`config.mk`:
```
export PLATFORM = sky130hd
export DESIGN_NAME = rwc_weekday_ctrl
export DESIGN_NICKNAME = d
export VERILOG_FILES = /design/src/logic/rwc_pkg.sv /design/src/logic/rwc_weekday_ctrl.sv
export VERILOG_INCLUDE_DIRS = /design/src /design/src/logic
export SDC_FILE = /design/constraint.sdc
export NUM_CORES = 1
export LEC_CHECK = 0
export BUFFER_PORTS_ARGS = -buffer_cell sky130_fd_sc_hd__buf_2
export CAP_MARGIN = 20
export CORE_ASPECT_RATIO = 0.9
export CORE_UTILIZATION = 45
export DETAILED_ROUTE_END_ITERATION = 16
export PLACE_DENSITY = 0.71
export SYNTH_ARGS = -nofsm -noshare
export SYNTH_HDL_FRONTEND = slang
export SYNTH_SLANG_ARGS = --single-unit
```
`constraint.sdc`:
```
create_clock -name mclk -period 2.7 [get_ports mclk]
set_input_delay 0.135 -clock mclk [delete_from_list [all_inputs] [get_ports mclk]]
set_output_delay 0.135 -clock mclk [all_outputs]
set_load 0.03 [all_outputs]
```
`src/logic/rwc_cfg.svh`:
```
`ifndef RWC_CFG_SVH
`define RWC_CFG_SVH

// ****************************************************************
// clock and count source
// ****************************************************************
`define RWC_MCLK_HZ      10000000
`define RWC_SRC_HZ       4000

// ****************************************************************
// register indices (byte address is four times the index)
// ****************************************************************
`define RWC_IDX_WEEKDAY  10'h11b
`define RWC_IDX_CONTROL  10'h11c
`define RWC_IDX_IRQEN    10'h11d
`define RWC_ADDR_SPAN_W  12

// ****************************************************************
// field positions
// ****************************************************************
`define RWC_WK_BUSY      7
`define RWC_CR_RUNCMD    7
`define RWC_CR_H24       6
`define RWC_CR_PM        5
`define RWC_CR_CLR       4
`define RWC_CR_IRQT      3
`define RWC_CR_RSVD      2
`define RWC_CR_STATUS    1
`define RWC_IE_SEC       0
`define RWC_IE_MIN       1
`define RWC_IE_HOUR      2
`define RWC_IE_DAY       3
`define RWC_IE_WEEK      4

// ****************************************************************
// values
// ****************************************************************
`define RWC_DAY_SUN      3'h0
`define RWC_DAY_SAT      3'h6
`define RWC_IE_MASK      8'h3f
`define RWC_CNT4_LAST    4'hf
`define RWC_CNT8_LAST    8'h7f
`define RWC_BUSY_START   8'h78
`define RWC_HTRANS_BUSY  1

`endif

```
`src/logic/rwc_pkg.sv`:
```
package rwc_pkg;

	// ****************************************************************
	// register select
	// ****************************************************************
	typedef enum logic [1:0] {
		RWC_SEL_NONE    = 2'b00,
		RWC_SEL_WEEKDAY = 2'b01,
		RWC_SEL_CONTROL = 2'b10,
		RWC_SEL_IRQEN   = 2'b11
	} rwc_sel_e;

endpackage : rwc_pkg

```
`src/logic/rwc_weekday_ctrl.sv`:
```
// Function
// [RULE1] day field is bits 2:0 of the weekday register, 000 Sunday to 110 Saturday, one step per day.
// [RULE2] software never writes 111 into the day field.
// [RULE3] weekday bit 7 is a read-only busy flag, 1 while time registers are updating.
// [RULE4] unassigned bits of weekday, control and irq-enable read as 0; the code reads back control bit 2 and irq-enable bit 5 as written.
// [RULE5] control bit 1 is read-only run status: 0 stopped, 1 counting.
// [RULE6] control bit 7 is the run command: 1 starts counting, 0 stops it.
// [RULE7] control bit 6 selects 12-hour (0) or 24-hour (1) operation.
// [RULE8] control bit 5 is the p.m. flag, toggled automatically in 12-hour mode while counting.
// [RULE9] software sets control bit 3, the irq timing bit, to 1 in clock use.
// [RULE10] writing 1 then 0 to control bit 4 clears weekday, irq-enable and the control fields.
// [RULE11] that clear sequence also zeroes the 8-bit and 4-bit prescale counters.
// [RULE12] irq-enable bits 0 to 4 enable second, minute, hour, day and week interrupts.
// [RULE13] week irq fires when the day becomes Sunday; day, hour, minute, second on their updates.
// [RULE14] software enables at most one periodic source at a time.
// [RULE15] run status follows the run command within two count-source cycles.
// [RULE16] a day carry at Saturday wraps the field to Sunday.
`include "rwc_cfg.svh"

module rwc_weekday_ctrl #(
	parameter int SRC_DIV = `RWC_MCLK_HZ / `RWC_SRC_HZ,
	parameter int ADDR_W  = 12
) (
	input  wire logic              mclk,
	input  wire logic              rst_n,
	input  wire logic              hsel,
	input  wire logic [ADDR_W-1:0] haddr,
	input  wire logic [1:0]        htrans,
	input  wire logic              hwrite,
	input  wire logic [2:0]        hsize,
	input  wire logic [31:0]       hwdata,
	input  wire logic              hready,
	output logic                   hreadyout,
	output logic                   hresp,
	output logic [31:0]            hrdata,
	input  wire logic              minuteUpdate,
	input  wire logic              hourUpdate,
	input  wire logic              dayCarry,
	input  wire logic              noonCross,
	input  wire logic              hmsBusy,
	output logic                   secondTick,
	output logic                   countRunning,
	output logic                   hourFormat24,
	output logic                   irqTimingSel,
	output logic                   softClearPulse,
	output logic                   periodicIrq
);

	// ****************************************************************
	// elaboration checks
	// ****************************************************************
	if (SRC_DIV < 2 || SRC_DIV > 65536) begin : g_bad_div
		$error("SRC_DIV out of range");
	end
	if (ADDR_W < 12 || ADDR_W > 32) begin : g_bad_addr
		$error("ADDR_W out of range");
	end

	localparam logic [15:0] SRC_LAST = 16'(SRC_DIV - 1);
	localparam int          LAG_MAX  = 2 * SRC_DIV + 2;

	typedef struct packed {
		logic [15:0]       srcCnt;
		logic              div2;
		logic [3:0]        cnt4;
		logic [7:0]        cnt8;
		logic              runStage;
		logic              runStatus;
		logic              runCmd;
		logic              hour24;
		logic              afternoon;
		logic              softClr;
		logic              irqTiming;
		logic              rsvd2;
		logic [2:0]        day;
		logic [5:0]        irqEn;
		logic              dpValid;
		logic              dpWrite;
		rwc_pkg::rwc_sel_e dpSel;
		logic              rdReady;
		logic [7:0]        rdata;
		logic              secTick;
		logic              clrPulse;
		logic              irq;
	} rwc_state_s;

	rwc_state_s q;
	rwc_state_s d;

	// ****************************************************************
	// address decode
	// ****************************************************************
	function automatic rwc_pkg::rwc_sel_e decodeSel(
		input logic [ADDR_W-1:0] addr
	);
		logic [9:0] idx;
		idx = addr[11:2];
		if ((addr >> `RWC_ADDR_SPAN_W) != '0)
			decodeSel = rwc_pkg::RWC_SEL_NONE;
		else if (idx == `RWC_IDX_WEEKDAY)
			decodeSel = rwc_pkg::RWC_SEL_WEEKDAY;
		else if (idx == `RWC_IDX_CONTROL)
			decodeSel = rwc_pkg::RWC_SEL_CONTROL;
		else if (idx == `RWC_IDX_IRQEN)
			decodeSel = rwc_pkg::RWC_SEL_IRQEN;
		else
			decodeSel = rwc_pkg::RWC_SEL_NONE;
	endfunction

	logic       srcTick;
	logic       busy;
	logic       accept;
	logic       rdStall;
	logic       wrStrobe;
	logic       clearAll;
	logic       dayUpd;
	logic [2:0] nextDay;
	logic [7:0] wdat;
	logic [7:0] rdMux;

	// ****************************************************************
	// next state
	// ****************************************************************
	always_comb begin
		d = q;
		wdat = hwdata[7:0];
		srcTick = (q.srcCnt == SRC_LAST);
		// busy covers the final stretch before a second rolls over
		busy = hmsBusy | (q.runStatus && q.cnt8 >= `RWC_BUSY_START); // see [RULE3]
		accept = hsel & htrans[`RWC_HTRANS_BUSY] & hready;
		rdStall = q.dpValid & ~q.dpWrite & ~q.rdReady;
		wrStrobe = q.dpValid & q.dpWrite;
		clearAll = wrStrobe && q.dpSel == rwc_pkg::RWC_SEL_CONTROL
			&& q.softClr && !wdat[`RWC_CR_CLR]; // see [RULE10]
		dayUpd = dayCarry & q.runStatus;
		// saturday wraps so the forbidden code is never produced
		nextDay = (q.day == `RWC_DAY_SAT) ? `RWC_DAY_SUN
			: 3'(q.day + 3'h1); // see [RULE1] see [RULE16]

		case (q.dpSel)
			rwc_pkg::RWC_SEL_WEEKDAY: begin
				rdMux = 8'h00;
				rdMux[2:0] = q.day;
				rdMux[`RWC_WK_BUSY] = busy; // see [RULE3] see [RULE4]
			end
			rwc_pkg::RWC_SEL_CONTROL: begin
				rdMux = 8'h00; // see [RULE4]
				rdMux[`RWC_CR_RUNCMD] = q.runCmd;
				rdMux[`RWC_CR_H24] = q.hour24;
				rdMux[`RWC_CR_PM] = q.afternoon;
				rdMux[`RWC_CR_CLR] = q.softClr;
				rdMux[`RWC_CR_IRQT] = q.irqTiming;
				rdMux[`RWC_CR_RSVD] = q.rsvd2;
				rdMux[`RWC_CR_STATUS] = q.runStatus; // see [RULE5]
			end
			rwc_pkg::RWC_SEL_IRQEN: begin
				rdMux = {2'h0, q.irqEn}; // see [RULE4]
			end
			default: begin
				rdMux = 8'h00;
			end
		endcase

		// count source and run synchroniser: two source ticks at most
		d.srcCnt = srcTick ? 16'h0000 : 16'(q.srcCnt + 16'h0001);
		if (srcTick) begin
			d.runStage = q.runCmd; // see [RULE6] see [RULE15]
			d.runStatus = q.runStage; // see [RULE15]
			if (q.runStatus) begin
				d.div2 = ~q.div2;
				if (q.div2) begin
					d.cnt4 = 4'(q.cnt4 + 4'h1);
					if (q.cnt4 == `RWC_CNT4_LAST)
						d.cnt8 = (q.cnt8 == `RWC_CNT8_LAST) ? 8'h00
							: 8'(q.cnt8 + 8'h01);
				end
			end
		end
		d.secTick = srcTick & q.runStatus & q.div2
			& (q.cnt4 == `RWC_CNT4_LAST) & (q.cnt8 == `RWC_CNT8_LAST);

		if (dayUpd)
			d.day = nextDay; // see [RULE1]
		if (noonCross && q.runStatus && !q.hour24)
			d.afternoon = ~q.afternoon; // see [RULE8]

		// periodic request, one pulse per cycle with an enabled update
		d.irq = (q.secTick & q.irqEn[`RWC_IE_SEC])
			| (minuteUpdate & q.irqEn[`RWC_IE_MIN])
			| (hourUpdate & q.irqEn[`RWC_IE_HOUR])
			| (dayUpd & q.irqEn[`RWC_IE_DAY])
			| (dayUpd && nextDay == `RWC_DAY_SUN
				&& q.irqEn[`RWC_IE_WEEK]); // see [RULE12] see [RULE13]

		// bus: reads take one wait state so hrdata comes from a flop
		d.dpValid = accept | rdStall;
		if (accept) begin
			d.dpWrite = hwrite;
			d.dpSel = decodeSel(haddr);
		end
		d.rdReady = rdStall;
		if (rdStall)
			d.rdata = rdMux;

		if (wrStrobe) begin
			case (q.dpSel)
				rwc_pkg::RWC_SEL_WEEKDAY: begin
					d.day = wdat[2:0]; // see [RULE1]
				end
				rwc_pkg::RWC_SEL_CONTROL: begin
					d.runCmd = wdat[`RWC_CR_RUNCMD]; // see [RULE6]
					d.hour24 = wdat[`RWC_CR_H24]; // see [RULE7]
					d.afternoon = wdat[`RWC_CR_PM];
					d.softClr = wdat[`RWC_CR_CLR];
					d.irqTiming = wdat[`RWC_CR_IRQT];
					d.rsvd2 = wdat[`RWC_CR_RSVD];
				end
				rwc_pkg::RWC_SEL_IRQEN: begin
					d.irqEn = 6'(wdat & `RWC_IE_MASK); // see [RULE12]
				end
				default: begin
				end
			endcase
		end

		d.clrPulse = clearAll;
		if (clearAll) begin
			d.day = `RWC_DAY_SUN; // see [RULE10]
			d.irqEn = 6'h00;
			d.runStatus = 1'b0;
			d.runStage = 1'b0;
			d.irqTiming = 1'b0;
			d.afternoon = 1'b0;
			d.hour24 = 1'b0;
			d.runCmd = 1'b0;
			d.cnt8 = 8'h00; // see [RULE11]
			d.cnt4 = 4'h0;
			d.div2 = 1'b0;
			d.secTick = 1'b0;
		end
	end

	always_ff @(posedge mclk or negedge rst_n) begin
		if (!rst_n)
			q <= '0;
		else
			q <= d;
	end

	// ****************************************************************
	// outputs
	// ****************************************************************
	assign hreadyout = ~rdStall;
	assign hresp = 1'b0;
	assign hrdata = {24'h000000, q.rdata};
	assign secondTick = q.secTick;
	assign countRunning = q.runStatus; // see [RULE5]
	assign hourFormat24 = q.hour24; // see [RULE7]
	assign irqTimingSel = q.irqTiming;
	assign softClearPulse = q.clrPulse; // see [RULE10]
	assign periodicIrq = q.irq;

	// ****************************************************************
	// checks
	// ****************************************************************
	int lagCnt;
	always_ff @(posedge mclk or negedge rst_n) begin
		if (!rst_n)
			lagCnt <= 0;
		else if (q.runStatus == q.runCmd)
			lagCnt <= 0;
		else
			lagCnt <= lagCnt + 1;
	end

	AST_RUN_LAG: assert property ( // see [RULE15]
		@(posedge mclk) disable iff (!rst_n) lagCnt <= LAG_MAX)
		else $error("run status lags run command too long");

	AST_SAT_WRAP: assert property ( // see [RULE16]
		@(posedge mclk) disable iff (!rst_n)
		(dayCarry && q.runStatus && q.day == `RWC_DAY_SAT && !wrStrobe
			&& !clearAll) |=> q.day == `RWC_DAY_SUN)
		else $error("saturday did not wrap to sunday");

	AST_DAY_STEP: assert property ( // see [RULE1]
		@(posedge mclk) disable iff (!rst_n)
		(dayUpd && q.day < `RWC_DAY_SAT && !wrStrobe && !clearAll)
			|=> q.day == 3'($past(q.day) + 3'h1))
		else $error("day did not advance by one");

	AST_DAY_HOLD: assert property ( // see [RULE1]
		@(posedge mclk) disable iff (!rst_n)
		(dayCarry && !q.runStatus && !wrStrobe && !clearAll)
			|=> q.day == $past(q.day))
		else $error("day moved while stopped");

	AST_BUSY_FLAG: assert property ( // see [RULE3]
		@(posedge mclk) disable iff (!rst_n)
		(rdStall && q.dpSel == rwc_pkg::RWC_SEL_WEEKDAY && hmsBusy)
			|=> hrdata[`RWC_WK_BUSY])
		else $error("busy flag not read as set");

	AST_RSVD_ZERO: assert property ( // see [RULE4]
		@(posedge mclk) disable iff (!rst_n)
		(q.rdReady && q.dpSel == rwc_pkg::RWC_SEL_WEEKDAY)
			|-> hrdata[6:3] == 4'h0)
		else $error("weekday reserved bits not zero");

	AST_STATUS_READ: assert property ( // see [RULE5]
		@(posedge mclk) disable iff (!rst_n)
		(rdStall && q.dpSel == rwc_pkg::RWC_SEL_CONTROL)
			|=> hrdata[`RWC_CR_STATUS] == $past(q.runStatus)
			&& hrdata[0] == 1'b0)
		else $error("status bit read wrong");

	AST_SOFT_CLEAR: assert property ( // see [RULE10] see [RULE11]
		@(posedge mclk) disable iff (!rst_n)
		clearAll |=> q.day == `RWC_DAY_SUN && q.irqEn == 6'h00
			&& q.cnt8 == 8'h00 && q.cnt4 == 4'h0 && !q.runCmd
			&& !q.runStatus && !q.hour24 && softClearPulse)
		else $error("soft clear incomplete");

	AST_WEEK_IRQ: assert property ( // see [RULE13]
		@(posedge mclk) disable iff (!rst_n)
		(dayUpd && nextDay == `RWC_DAY_SUN && q.irqEn[`RWC_IE_WEEK])
			|=> periodicIrq)
		else $error("week interrupt missing");

	AST_SEC_IRQ: assert property ( // see [RULE12]
		@(posedge mclk) disable iff (!rst_n)
		(q.secTick && q.irqEn[`RWC_IE_SEC]) |=> periodicIrq)
		else $error("second interrupt missing");

	AST_NO_IRQ: assert property ( // see [RULE12]
		@(posedge mclk) disable iff (!rst_n)
		(q.irqEn == 6'h00) |=> !periodicIrq)
		else $error("interrupt while all disabled");

	AST_PM_TOGGLE: assert property ( // see [RULE8]
		@(posedge mclk) disable iff (!rst_n)
		(noonCross && q.runStatus && !q.hour24 && !wrStrobe && !clearAll)
			|=> q.afternoon != $past(q.afternoon))
		else $error("pm flag did not toggle");

	AST_READ_WAIT: assert property (
		@(posedge mclk) disable iff (!rst_n)
		(accept && !hwrite) |=> !hreadyout ##1 hreadyout)
		else $error("read wait state wrong");

endmodule // rwc_weekday_ctrl

```
==> results.toml, run 1 <==
[outcome]
status = "finished clean"

[die]
fp.dieW_um = 92.6
core_um2 = 7110
row_count = 29
start_util = 0.467
io_pins = 99
die_h_um = 83.5
dieArea_um2 = 7740

[critical_path]
cp-start-kind = "flop"
rr_startpoint = "q[12]"
path_class = "reg2reg"
path_cells = "and4b_1, nand2_1, inv_2, or4_1, o22ai_1"
critPathMaxFanout = 28
critPathSlowestCell = "dfrtp_1"
required_ns = 2.96
crit_arrival_ns = 2.40
cp-end-kind = "flop"
cpPeakStageDelay_ns = 0.65
reg2reg_depth = 5
startpoint = "q[12]"

[global_routing]
grt_max_degree = 35
overflow = 0
antenna_found_initial = 0
grt_pass1_vias = 2446
grt_use_total = 0.192
grt_pass1_wl_um = 11700

[power]
seq_power_share = 0.476
power.density_nw_per_um2 = 604
ir_drop_mv = 0.215
p_comb_frac = 0.151
leakage_nw = 1.74
intPower_mw = 1.58
power_frac_clock = 0.373
switching_share = 0.286
switchingPower_mw = 0.632

[synthesis]
synth_mux_area_frac = 0.0373
synth_compound_area_frac = 0.121
synthArstFlopShare = 1.00
synth.avg_cell_area_um2 = 9.89
ys_seq_elements = 62
syn_area_um2 = 3320
synthDistinctLibCells = 56
syn_inst = 336
ys_warn_count = 0
synth_top_family_by_area = "simple AND/OR/NAND/NOR gates"
synth_xor_area_frac = 0.0342
synth-main-ff-cell = "dfrtp_1"
synth-edff-count = 0
synth_adder_area_share = 0.0151
yosys.area_share.simple = 0.214
yosysSeqAreaShare = 0.467

[place]
dpl_cell_area_um2 = 3440
gp_congestion = 0.763
dp.cells = 455
hpwl_um = 4690
port_buffers = 43

[timing]
rsz0062_at_grt = "false"
setup_viol = 0
hold_slack_ns = 0.0244
layout_worst_path_cycle_share = 0.792
max_freq_mhz = 468
fin_skew_ns = 0.00825
relSlewSlack = 0.491
hold_violations = 0
drv_slew = 0
setup_tns_ns = 0
period_needed_ns = 2.14
tightest_slew_ns = 0.763

[clock_tree]
clock_latency_ns = 0.34
clock_sinks = 62
cts_root_buf = "clkbuf_8"
cts_resized = 0
cts_setup_buffers = 0
cts_tree = "yes"
clk_pin_slew_ns = 0.07
cts_max_level = 3
holdBufCountCts = 2
clockBufferDepth = 2
cts_buffers = 9

[cells_and_area]
nets = 438
final_cells = 473
area_growth_pct = 10.2
antenna_cells = 0
stdcell_area_um2 = 3660
final_util = 0.515
drive_gt1_frac = 0.197

[detailed_routing]
viasPerCell = 5.33
routedWlPerCell_um = 14.3
wirelength_um = 6780
via_count = 2523
drtAntennaViolNets = 0
dr.pass1.iters = 4
route.detailed.drc = 0
drt_iter0_drc = 136

[run]
timing.max_cap.violations = 0

[worst_hold_path]
worstHoldPathCells = 3
min-delay-start = "hwdata[2]"
hp-class = "in2reg"
power groups by stage:
stage / Combinational, mW / Clock [mW] / Sequential, mW
after floorplan: 0.291 / 0 / 1.06
after global placement: 0.324 / 0 / 1.06
after detailed placement: 0.334 / 0 / 1.07
after CTS: 0.338 / 0.844 / 1.05
after global routing: 0.368 / 0.892 / 1.06
final: 0.334 / 0.826 / 1.05
Yosys cell counts, drive strengths merged, types with 2 or more instances:
library cell | count | area share
clkbuf | 6 | 0.016
mux2 | 3 | 0.010
or4 | 6 | 0.014
nor2b | 3 | 0.0056
mux2i | 9 | 0.027
dfrtp | 62 | 0.47
nand2 | 39 | 0.046
xor2 | 3 | 0.0079
nor3b | 2 | 0.0045
or3 | 5 | 0.0098
buf | 38 | 0.083
a211oi | 4 | 0.0090
xnor2 | 10 | 0.026
nor3 | 4 | 0.0060
and4 | 2 | 0.0056
o31ai | 8 | 0.018
nand3 | 12 | 0.018
nand4b | 2 | 0.0053
a221oi | 2 | 0.0053
nand4 | 7 | 0.018
and3 | 6 | 0.012
nor4 | 4 | 0.018
a21oi | 20 | 0.030
a22o | 5 | 0.013
ha | 4 | 0.015
o21ai | 11 | 0.017
and2 | 2 | 0.0038
nor2 | 28 | 0.032
a41o | 2 | 0.0060
inv | 11 | 0.012
o211ai | 2 | 0.0045
or2 | 2 | 0.0038
sequential cells by signal, summed over array words and instances, names as in the netlist:
name and count:
secondTick 1, countRunning 1, periodicIrq 1, hourFormat24 1
hrdata 8, softClearPulse 1, irqTimingSel 1, q 48
worst max-delay path: cells and delay by family, from the launching register on:
family	cells	cell delay, ns
simple gates	3	1.05
flops	1	0.65
buf+inv	1	0.23
compound gates	1	0.13
placed cells by master, fill, tap and decap left out, types with 4 or more instances in the layout:
master | synthesis | final
dfrtp_1 | 62 | 62
buf_2 | 1 | 43
nand2_1 | 38 | 38
nor2_1 | 28 | 28
conb_1 | 1 | 25
a21oi_1 | 20 | 20
nand3_1 | 12 | 12
o21ai_0 | 11 | 11
clkbuf_8 | 3 | 11
inv_1 | 10 | 10
xnor2_1 | 10 | 10
mux2i_1 | 9 | 9
o31ai_1 | 8 | 8
nand4_1 | 6 | 6
or4_1 | 6 | 6
and3_1 | 5 | 5
a22o_1 | 5 | 5
nor3_1 | 4 | 4
a211oi_1 | 4 | 4
or3_1 | 4 | 4
ha_1 | 4 | 4
stage by stage:
| stage | power (mW) | worst slack [ns] |
|---|---|---|
| 2_1_floorplan | 1.35 | 0.918 |
| 3_3_place_gp | 1.39 | 0.612 |
| 3_5_place_dp | 1.40 | 0.589 |
| 4_1_cts | 2.23 | 0.558 |
| 5_1_grt | 2.32 | 0.402 |
| 6_report | 2.21 | 0.562 |
worst paths after layout:
path / end / slack (ns)
worst min register to register: hrdata[6] / 0.46
max in group asynchronous: hourFormat24 / 1.58
min in group asynchronous: q[36] / 0.41
worst max-delay path: q[38] / 0.56
worst max register to register: q[38] / 0.56
worst min-delay path: q[25] / 0.02
final cells by class:
type / count / area (um^2)
fill: 656 / 3450
sequential: 62 / 1550
multi-input combinational: 243 / 1490
timing repair buffer: 48 / 258
clock buffer: 13 / 159
tap: 93 / 116
clock inverter: 3 / 42.5
inverter: 11 / 41.3
per-layer routing:
metal | up-vias | GRT usage | part of all wire
li1 | 1215 | - | -
met1 | 1228 | 0.264 | 0.47
met2 | 74 | 0.292 | 0.47
met3 | 6 | 0.0528 | 0.050
met4 | 0 | 0.0611 | 0.011
met5 | - | 0 | 0
kinds of logic after synthesis:
| family | Yosys count |
|---|---|
| AO/OA/AOI/OAI | 61 |
| XOR/XNOR | 13 |
| adder cells (fa/ha/maj) | 4 |
| buffers and inverters | 55 |
| flip-flops | 62 |
| multiplexers | 12 |
| other | 1 |
| AND/OR/NAND/NOR | 128 |
Note: power is estimated with default switching activity, not from simulation.
==> run 2, diff against run 1 <==
--- a/config.mk
+++ b/config.mk
@@ -11,7 +11,7 @@
 export CORE_ASPECT_RATIO = 0.9
 export CORE_UTILIZATION = 45
 export DETAILED_ROUTE_END_ITERATION = 16
-export PLACE_DENSITY = 0.71
+export PLACE_DENSITY = 0.74
 export SYNTH_ARGS = -nofsm -noshare
 export SYNTH_HDL_FRONTEND = slang
 export SYNTH_SLANG_ARGS = --single-unit
==> constraint.sdc (replaced) <==
create_clock -name mclk -period 1.75 [get_ports mclk]
set_input_delay 0.0875 -clock mclk [delete_from_list [all_inputs] [get_ports mclk]]
set_output_delay 0.0875 -clock mclk [all_outputs]
set_load 0.03 [all_outputs]
==> run 2 against run 1 <==
  * The flow now finishes with violations (negative setup slack)
  * Flip-flop and latch count unchanged
  * First-iteration DRC count grew 100%
  * Via count is 8.0% higher
  * Largest cell class is now multi-input combinational cells
  * Combinational power grew 68%
  * Core utilization grew 6.3 points
  * Highest routed layer unchanged
  * Worst hold slack got worse by 0.014 ns
  * Final area increased by 12%
  * Total power grew 55%
  * Critical endpoint is now q[36]
==> results.toml, run 2 (synthesis results as in run 1) <==
[timing]
hold_violations = 0
rsz0062_at_grt = "true"
layout_worst_path_cycle_share = 1.04
fin_skew_ns = 0.0135
finalWorstSetupSlack_ns = -0.0690
max_freq_mhz = 550
setup_viol = 12
period_needed_ns = 1.82
drv_slew = 0

[critical_path]
critPathBufInv = 2
rr_endpoint = "q[36]"
path_class = "reg2reg"
cp-end-kind = "flop"
cpPeakStageDelay_ns = 0.42
path_cells = "nor4_4, buf_4, buf_4, and4_2, o211ai_1, a32o_1"
critPathMaxFanout = 6
crit_arrival_ns = 2.05
critPathSlowestCell = "dfrtp_1"
crit_path_frequent_cell = "buf_4"
rrSetupSlack_ns = -0.07
crit_family = "simple AND/OR/NAND/NOR gates"
rr_startpoint = "q[61]"
reg2reg_depth = 6
endpoint = "q[36]"
startpoint = "q[61]"
cp-start-kind = "flop"
cp.depth = 6
required_ns = 1.98

[die]
dieArea_um2 = 7740
io_pins = 99
fp.dieW_um = 92.6
start_util = 0.467
row_count = 29
die_h_um = 83.5
core_um2 = 7110

[global_routing]
grt_max_degree = 32
antenna_found_initial = 0
grt_use_total = 0.209
grt_pass1_wl_um = 12800
overflow = 0
grt_pass1_vias = 2667

[detailed_routing]
via_count = 2724
viasPerCell = 5.29
drt_iter0_drc = 278
drtAntennaViolNets = 0
routedWlPerCell_um = 14.9
wirelength_um = 7680
dr.pass1.iters = 4
route.detailed.drc = 0

[run]
timing.max_cap.violations = 0

[clock_tree]
cts_root_buf = "clkbuf_8"
clockBufferDepth = 2
clock_latency_ns = 0.35
cts_tree = "yes"
clock_sinks = 62
cts_max_level = 3
clk_pin_slew_ns = 0.08
cts_buffers = 9

[cells_and_area]
stdcell_area_um2 = 4110
nets = 480
area_growth_pct = 23.7
final_cell_mix = "61 x dfrtp_1, 43 x buf_2, 38 x nand2_1"
drive_gt1_frac = 0.303
layout_commonest_cell = "dfrtp_1"
antenna_cells = 0
largest_reg_flops = 48
regMostFlops = "q"

[place]
gp_congestion = 0.808
dpl_cell_area_um2 = 3630
hpwl_um = 5040
port_buffers = 43

[outcome]
status = "finished, violations left"
violations = "negative setup slack"

[power]
totalPowerFinal_mw = 3.44
leakage_nw = 1.96
power.density_nw_per_um2 = 837
ir_drop_mv = 0.335

[worst_hold_path]
hp-class = "in2reg"
[run 2: through the flow]
stage          setup slack [ns]  hold slack, ns  setup TNS, ns  utilization  cells
5_1_grt                  -0.152          0.0140          -1.45        0.578    515
2_1_floorplan            0.0552          -0.208              0            -    360
4_1_cts                 -0.0428         0.00356         -0.164        0.567    514
3_3_place_gp            -0.0632          0.0625         -0.236        0.510    478
6_report                -0.0690          0.0104         -0.412        0.578    515
3_5_place_dp             -0.140          0.0654         -0.781        0.510    478
[run 2: worst min-delay path: cells and delay by family]
| family | cells | cell delay [ns] |
|---|---|---|
| buffers and inverters | 2 | 0.16 |
| AOI/OAI and AO/OA | 1 | 0.08 |
[run 2: where the power goes]
group	leakage [nW]	internal, mW	total, mW	switching [mW]
clock	0.0914	0.659	1.27	0.608
combinational	1.14	0.204	0.562	0.359
sequential	0.724	1.53	1.61	0.0856
[run 2: area by class of cell]
| cell class | count | area [um^2] |
|---|---|---|
| Clock buffer | 9 | 124 |
| Clock inverter | 7 | 75.1 |
| Fill cell | 600 | 3000 |
| Inverter | 11 | 41.3 |
| Multi-Input combinational cell | 244 | 1600 |
| Sequential cell | 62 | 1550 |
| Tap cell | 93 | 116 |
| Timing Repair Buffer | 89 | 599 |
[run 2: worst min path at each step]
stage | to | slack [ns] | cells after the start | start
finish | q[13] | 0.01 | 3 | haddr[4]
global route | irqTimingSel | 0.01 | 3 | hwdata[3]
CTS | q[13] | 0.004 | 3 | haddr[4]
detailed placement | q[40] | 0.07 | 1 | rst_n
global placement | q[37] | 0.06 | 1 | rst_n
floorplan | countRunning | -0.21 | 0 | rst_n
[run 2: what timing repair did]
action	CTS	global route
hold buffers	9	0
gates cloned	1	0
resized for setup	6	16
endpoints found under the hold margin	23	0
setup buffers	10	1
pin swaps	14	7
endpoints found under the setup margin	9	17
[run 2: metal layers]
| layer | global-route usage | vias to the layer above | routed length [um] |
|---|---|---|---|
| met1 | 0.291 | 1310 | 3460 |
| met3 | 0.0410 | 12 | 434 |
| met2 | 0.323 | 104 | 3660 |
| li1 | - | 1298 | - |
| met5 | 0 | - | 0 |
| met4 | 0.0767 | 0 | 121 |
==> run 3, diff against run 2 <==
--- a/config.mk
+++ b/config.mk
@@ -9,9 +9,10 @@
 export BUFFER_PORTS_ARGS = -buffer_cell sky130_fd_sc_hd__buf_2
 export CAP_MARGIN = 20
 export CORE_ASPECT_RATIO = 0.9
-export CORE_UTILIZATION = 45
+export CORE_UTILIZATION = 47
 export DETAILED_ROUTE_END_ITERATION = 16
-export PLACE_DENSITY = 0.74
+export PLACE_DENSITY = 0.77
 export SYNTH_ARGS = -nofsm -noshare
 export SYNTH_HDL_FRONTEND = slang
 export SYNTH_SLANG_ARGS = --single-unit
+export TNS_END_PERCENT = 10
==> run 3 against run 2 <==
  * The flow still finishes with violations (negative setup slack)
  * Global-route usage grew 0.47 points
  * Count of clock-buffer cells in the layout grew 1
  * Clock skew shrank 0.0028 ns
  * Final cell count shrank 1.6%
  * Total power grew 4.6%
  * Final area shrank 1.7%
  * Critical path type unchanged
  * Largest cell class is now registers
  * Largest power group unchanged
  * Highest routed layer unchanged
==> results.toml, run 3 (synthesis results as in run 1) <==
[cells_and_area]
layout_commonest_cell = "dfrtp_1"
largest_reg_flops = 48
antenna_cells = 0
drive_gt1_frac = 0.276
final_cell_mix = "61 x dfrtp_1, 43 x buf_2, 38 x nand2_1"
stdcell_area_um2 = 4040
regMostFlops = "q"
area_growth_pct = 21.6
final_util = 0.604
nets = 476

[critical_path]
cpPeakStageDelay_ns = 0.53
required_ns = 2.02
crit_arrival_ns = 2.06
startpoint = "q[50]"
path_class = "reg2reg"
rr_startpoint = "q[50]"
cp-end-kind = "flop"
critPathSlowestCell = "or4_4"
cp-start-kind = "flop"
path_cells = "nor4_4, buf_4, nand4_4, or4_4, a21oi_2"
critPathMaxFanout = 8

[global_routing]
overflow = 0
grt_pass1_wl_um = 12500
grt_use_total = 0.214
grt_max_degree = 39
antenna_found_initial = 0
grt_pass1_vias = 2601

[clock_tree]
cts_buffers = 9
clk_pin_slew_ns = 0.08
cts_tree = "yes"
clock_latency_ns = 0.34
cts_root_buf = "clkbuf_8"
clock_sinks = 62
cts_max_level = 3
clockBufferDepth = 2

[timing]
setup_tns_ns = -0.110
period_needed_ns = 1.80
drv_slew = 0
setup_viol = 4
fin_skew_ns = 0.0107
finalWorstSetupSlack_ns = -0.0467
rsz0062_at_grt = "true"
relSlewSlack = 0.610
layout_worst_path_cycle_share = 1.03
max_freq_mhz = 557
hold_violations = 0
tightest_slew_ns = 0.585

[detailed_routing]
via_count = 2757
route.detailed.drc = 0
wirelength_um = 7500
routedWlPerCell_um = 14.8
drt_iter0_drc = 207
dr.pass1.iters = 5
drtAntennaViolNets = 0
viasPerCell = 5.44

[outcome]
violations = "negative setup slack"
status = "finished, violations left"

[die]
row_count = 28
die_h_um = 81.8
fp.dieW_um = 90.7
io_pins = 99
start_util = 0.497
core_um2 = 6690
dieArea_um2 = 7410

[run]
timing.max_cap.violations = 0

[power]
ir_drop_mv = 0.388
leakage_nw = 1.93
power.density_nw_per_um2 = 890
switchingPower_mw = 1.03
switching_share = 0.287
intPower_mw = 2.57
power_frac_clock = 0.394
seq_power_share = 0.448
p_comb_frac = 0.158

[place]
hpwl_um = 4980
gp_congestion = 0.801
dpl_cell_area_um2 = 3620
port_buffers = 43

[worst_hold_path]
hp-class = "in2reg"
min-delay-start = "haddr[4]"
==> run 3: routing by layer <==
layer / GRT usage / part of all wire
met1: 0.285 / 0.46
met2: 0.340 / 0.46
met3: 0.0620 / 0.065
met4: 0.0645 / 0.012
met5: 0 / 0
==> run 3: stage by stage <==
stage	cells	setup slack [ns]	power [mW]	hold WS [ns]
2_1_floorplan	360	0.0552	2.08	-0.208
3_3_place_gp	475	-0.0341	2.15	0.114
3_5_place_dp	475	-0.0899	2.18	0.121
4_1_cts	507	-0.0247	3.62	0.00334
5_1_grt	507	-0.0921	3.75	0.00995
6_report	507	-0.0467	3.60	0.0129
==> run 3: worst paths after layout <==
kind | endpoint | slack, ns | cells after the start
max reg2reg | q[35] | -0.05 | 5
min | q[13] | 0.01 | 3
max | q[35] | -0.05 | 5
max in group asynchronous | q[49] | 0.86 | 3
min in group asynchronous | secondTick | 0.28 | 2
min reg2reg | hrdata[6] | 0.47 | 2
==> run 3: worst max-delay path, delay by kind of cell (launching register included) <==
| kind | cells | cell delay, ns |
|---|---|---|
| buffers and inverters | 1 | 0.19 |
| AOI/OAI and AO/OA | 1 | 0.15 |
| DFF | 1 | 0.43 |
| and+or+nand+nor | 3 | 0.97 |
==> run 3: power groups by stage <==
stage               clock network, mW  logic (mW)  registers (mW)
finish                           1.42       0.570            1.61
global route                     1.50       0.619            1.63
CTS                              1.44       0.566            1.61
detailed placement                  0       0.543            1.63
global placement                    0       0.526            1.63
floorplan                           0       0.449            1.63
==> run 3: layout make-up <==
| type | count | area [um^2] |
|---|---|---|
| Clock buffer | 10 | 138 |
| Clock inverter | 5 | 83.8 |
| Fill cell | 540 | 2650 |
| Inverter | 11 | 41.3 |
| Multi-Input combinational cell | 244 | 1550 |
| Sequential cell | 62 | 1550 |
| Tap cell | 90 | 113 |
| Timing Repair Buffer | 85 | 568 |
==> run 3: what timing repair did <==
action,4_1_cts,5_1_grt
buffers inserted,6,0
hold buffers,10,0
endpoints found under the setup margin,9,16
resized for setup,1,9
pin swaps,6,3
cloned,1,0
hold endpoints to repair,32,0
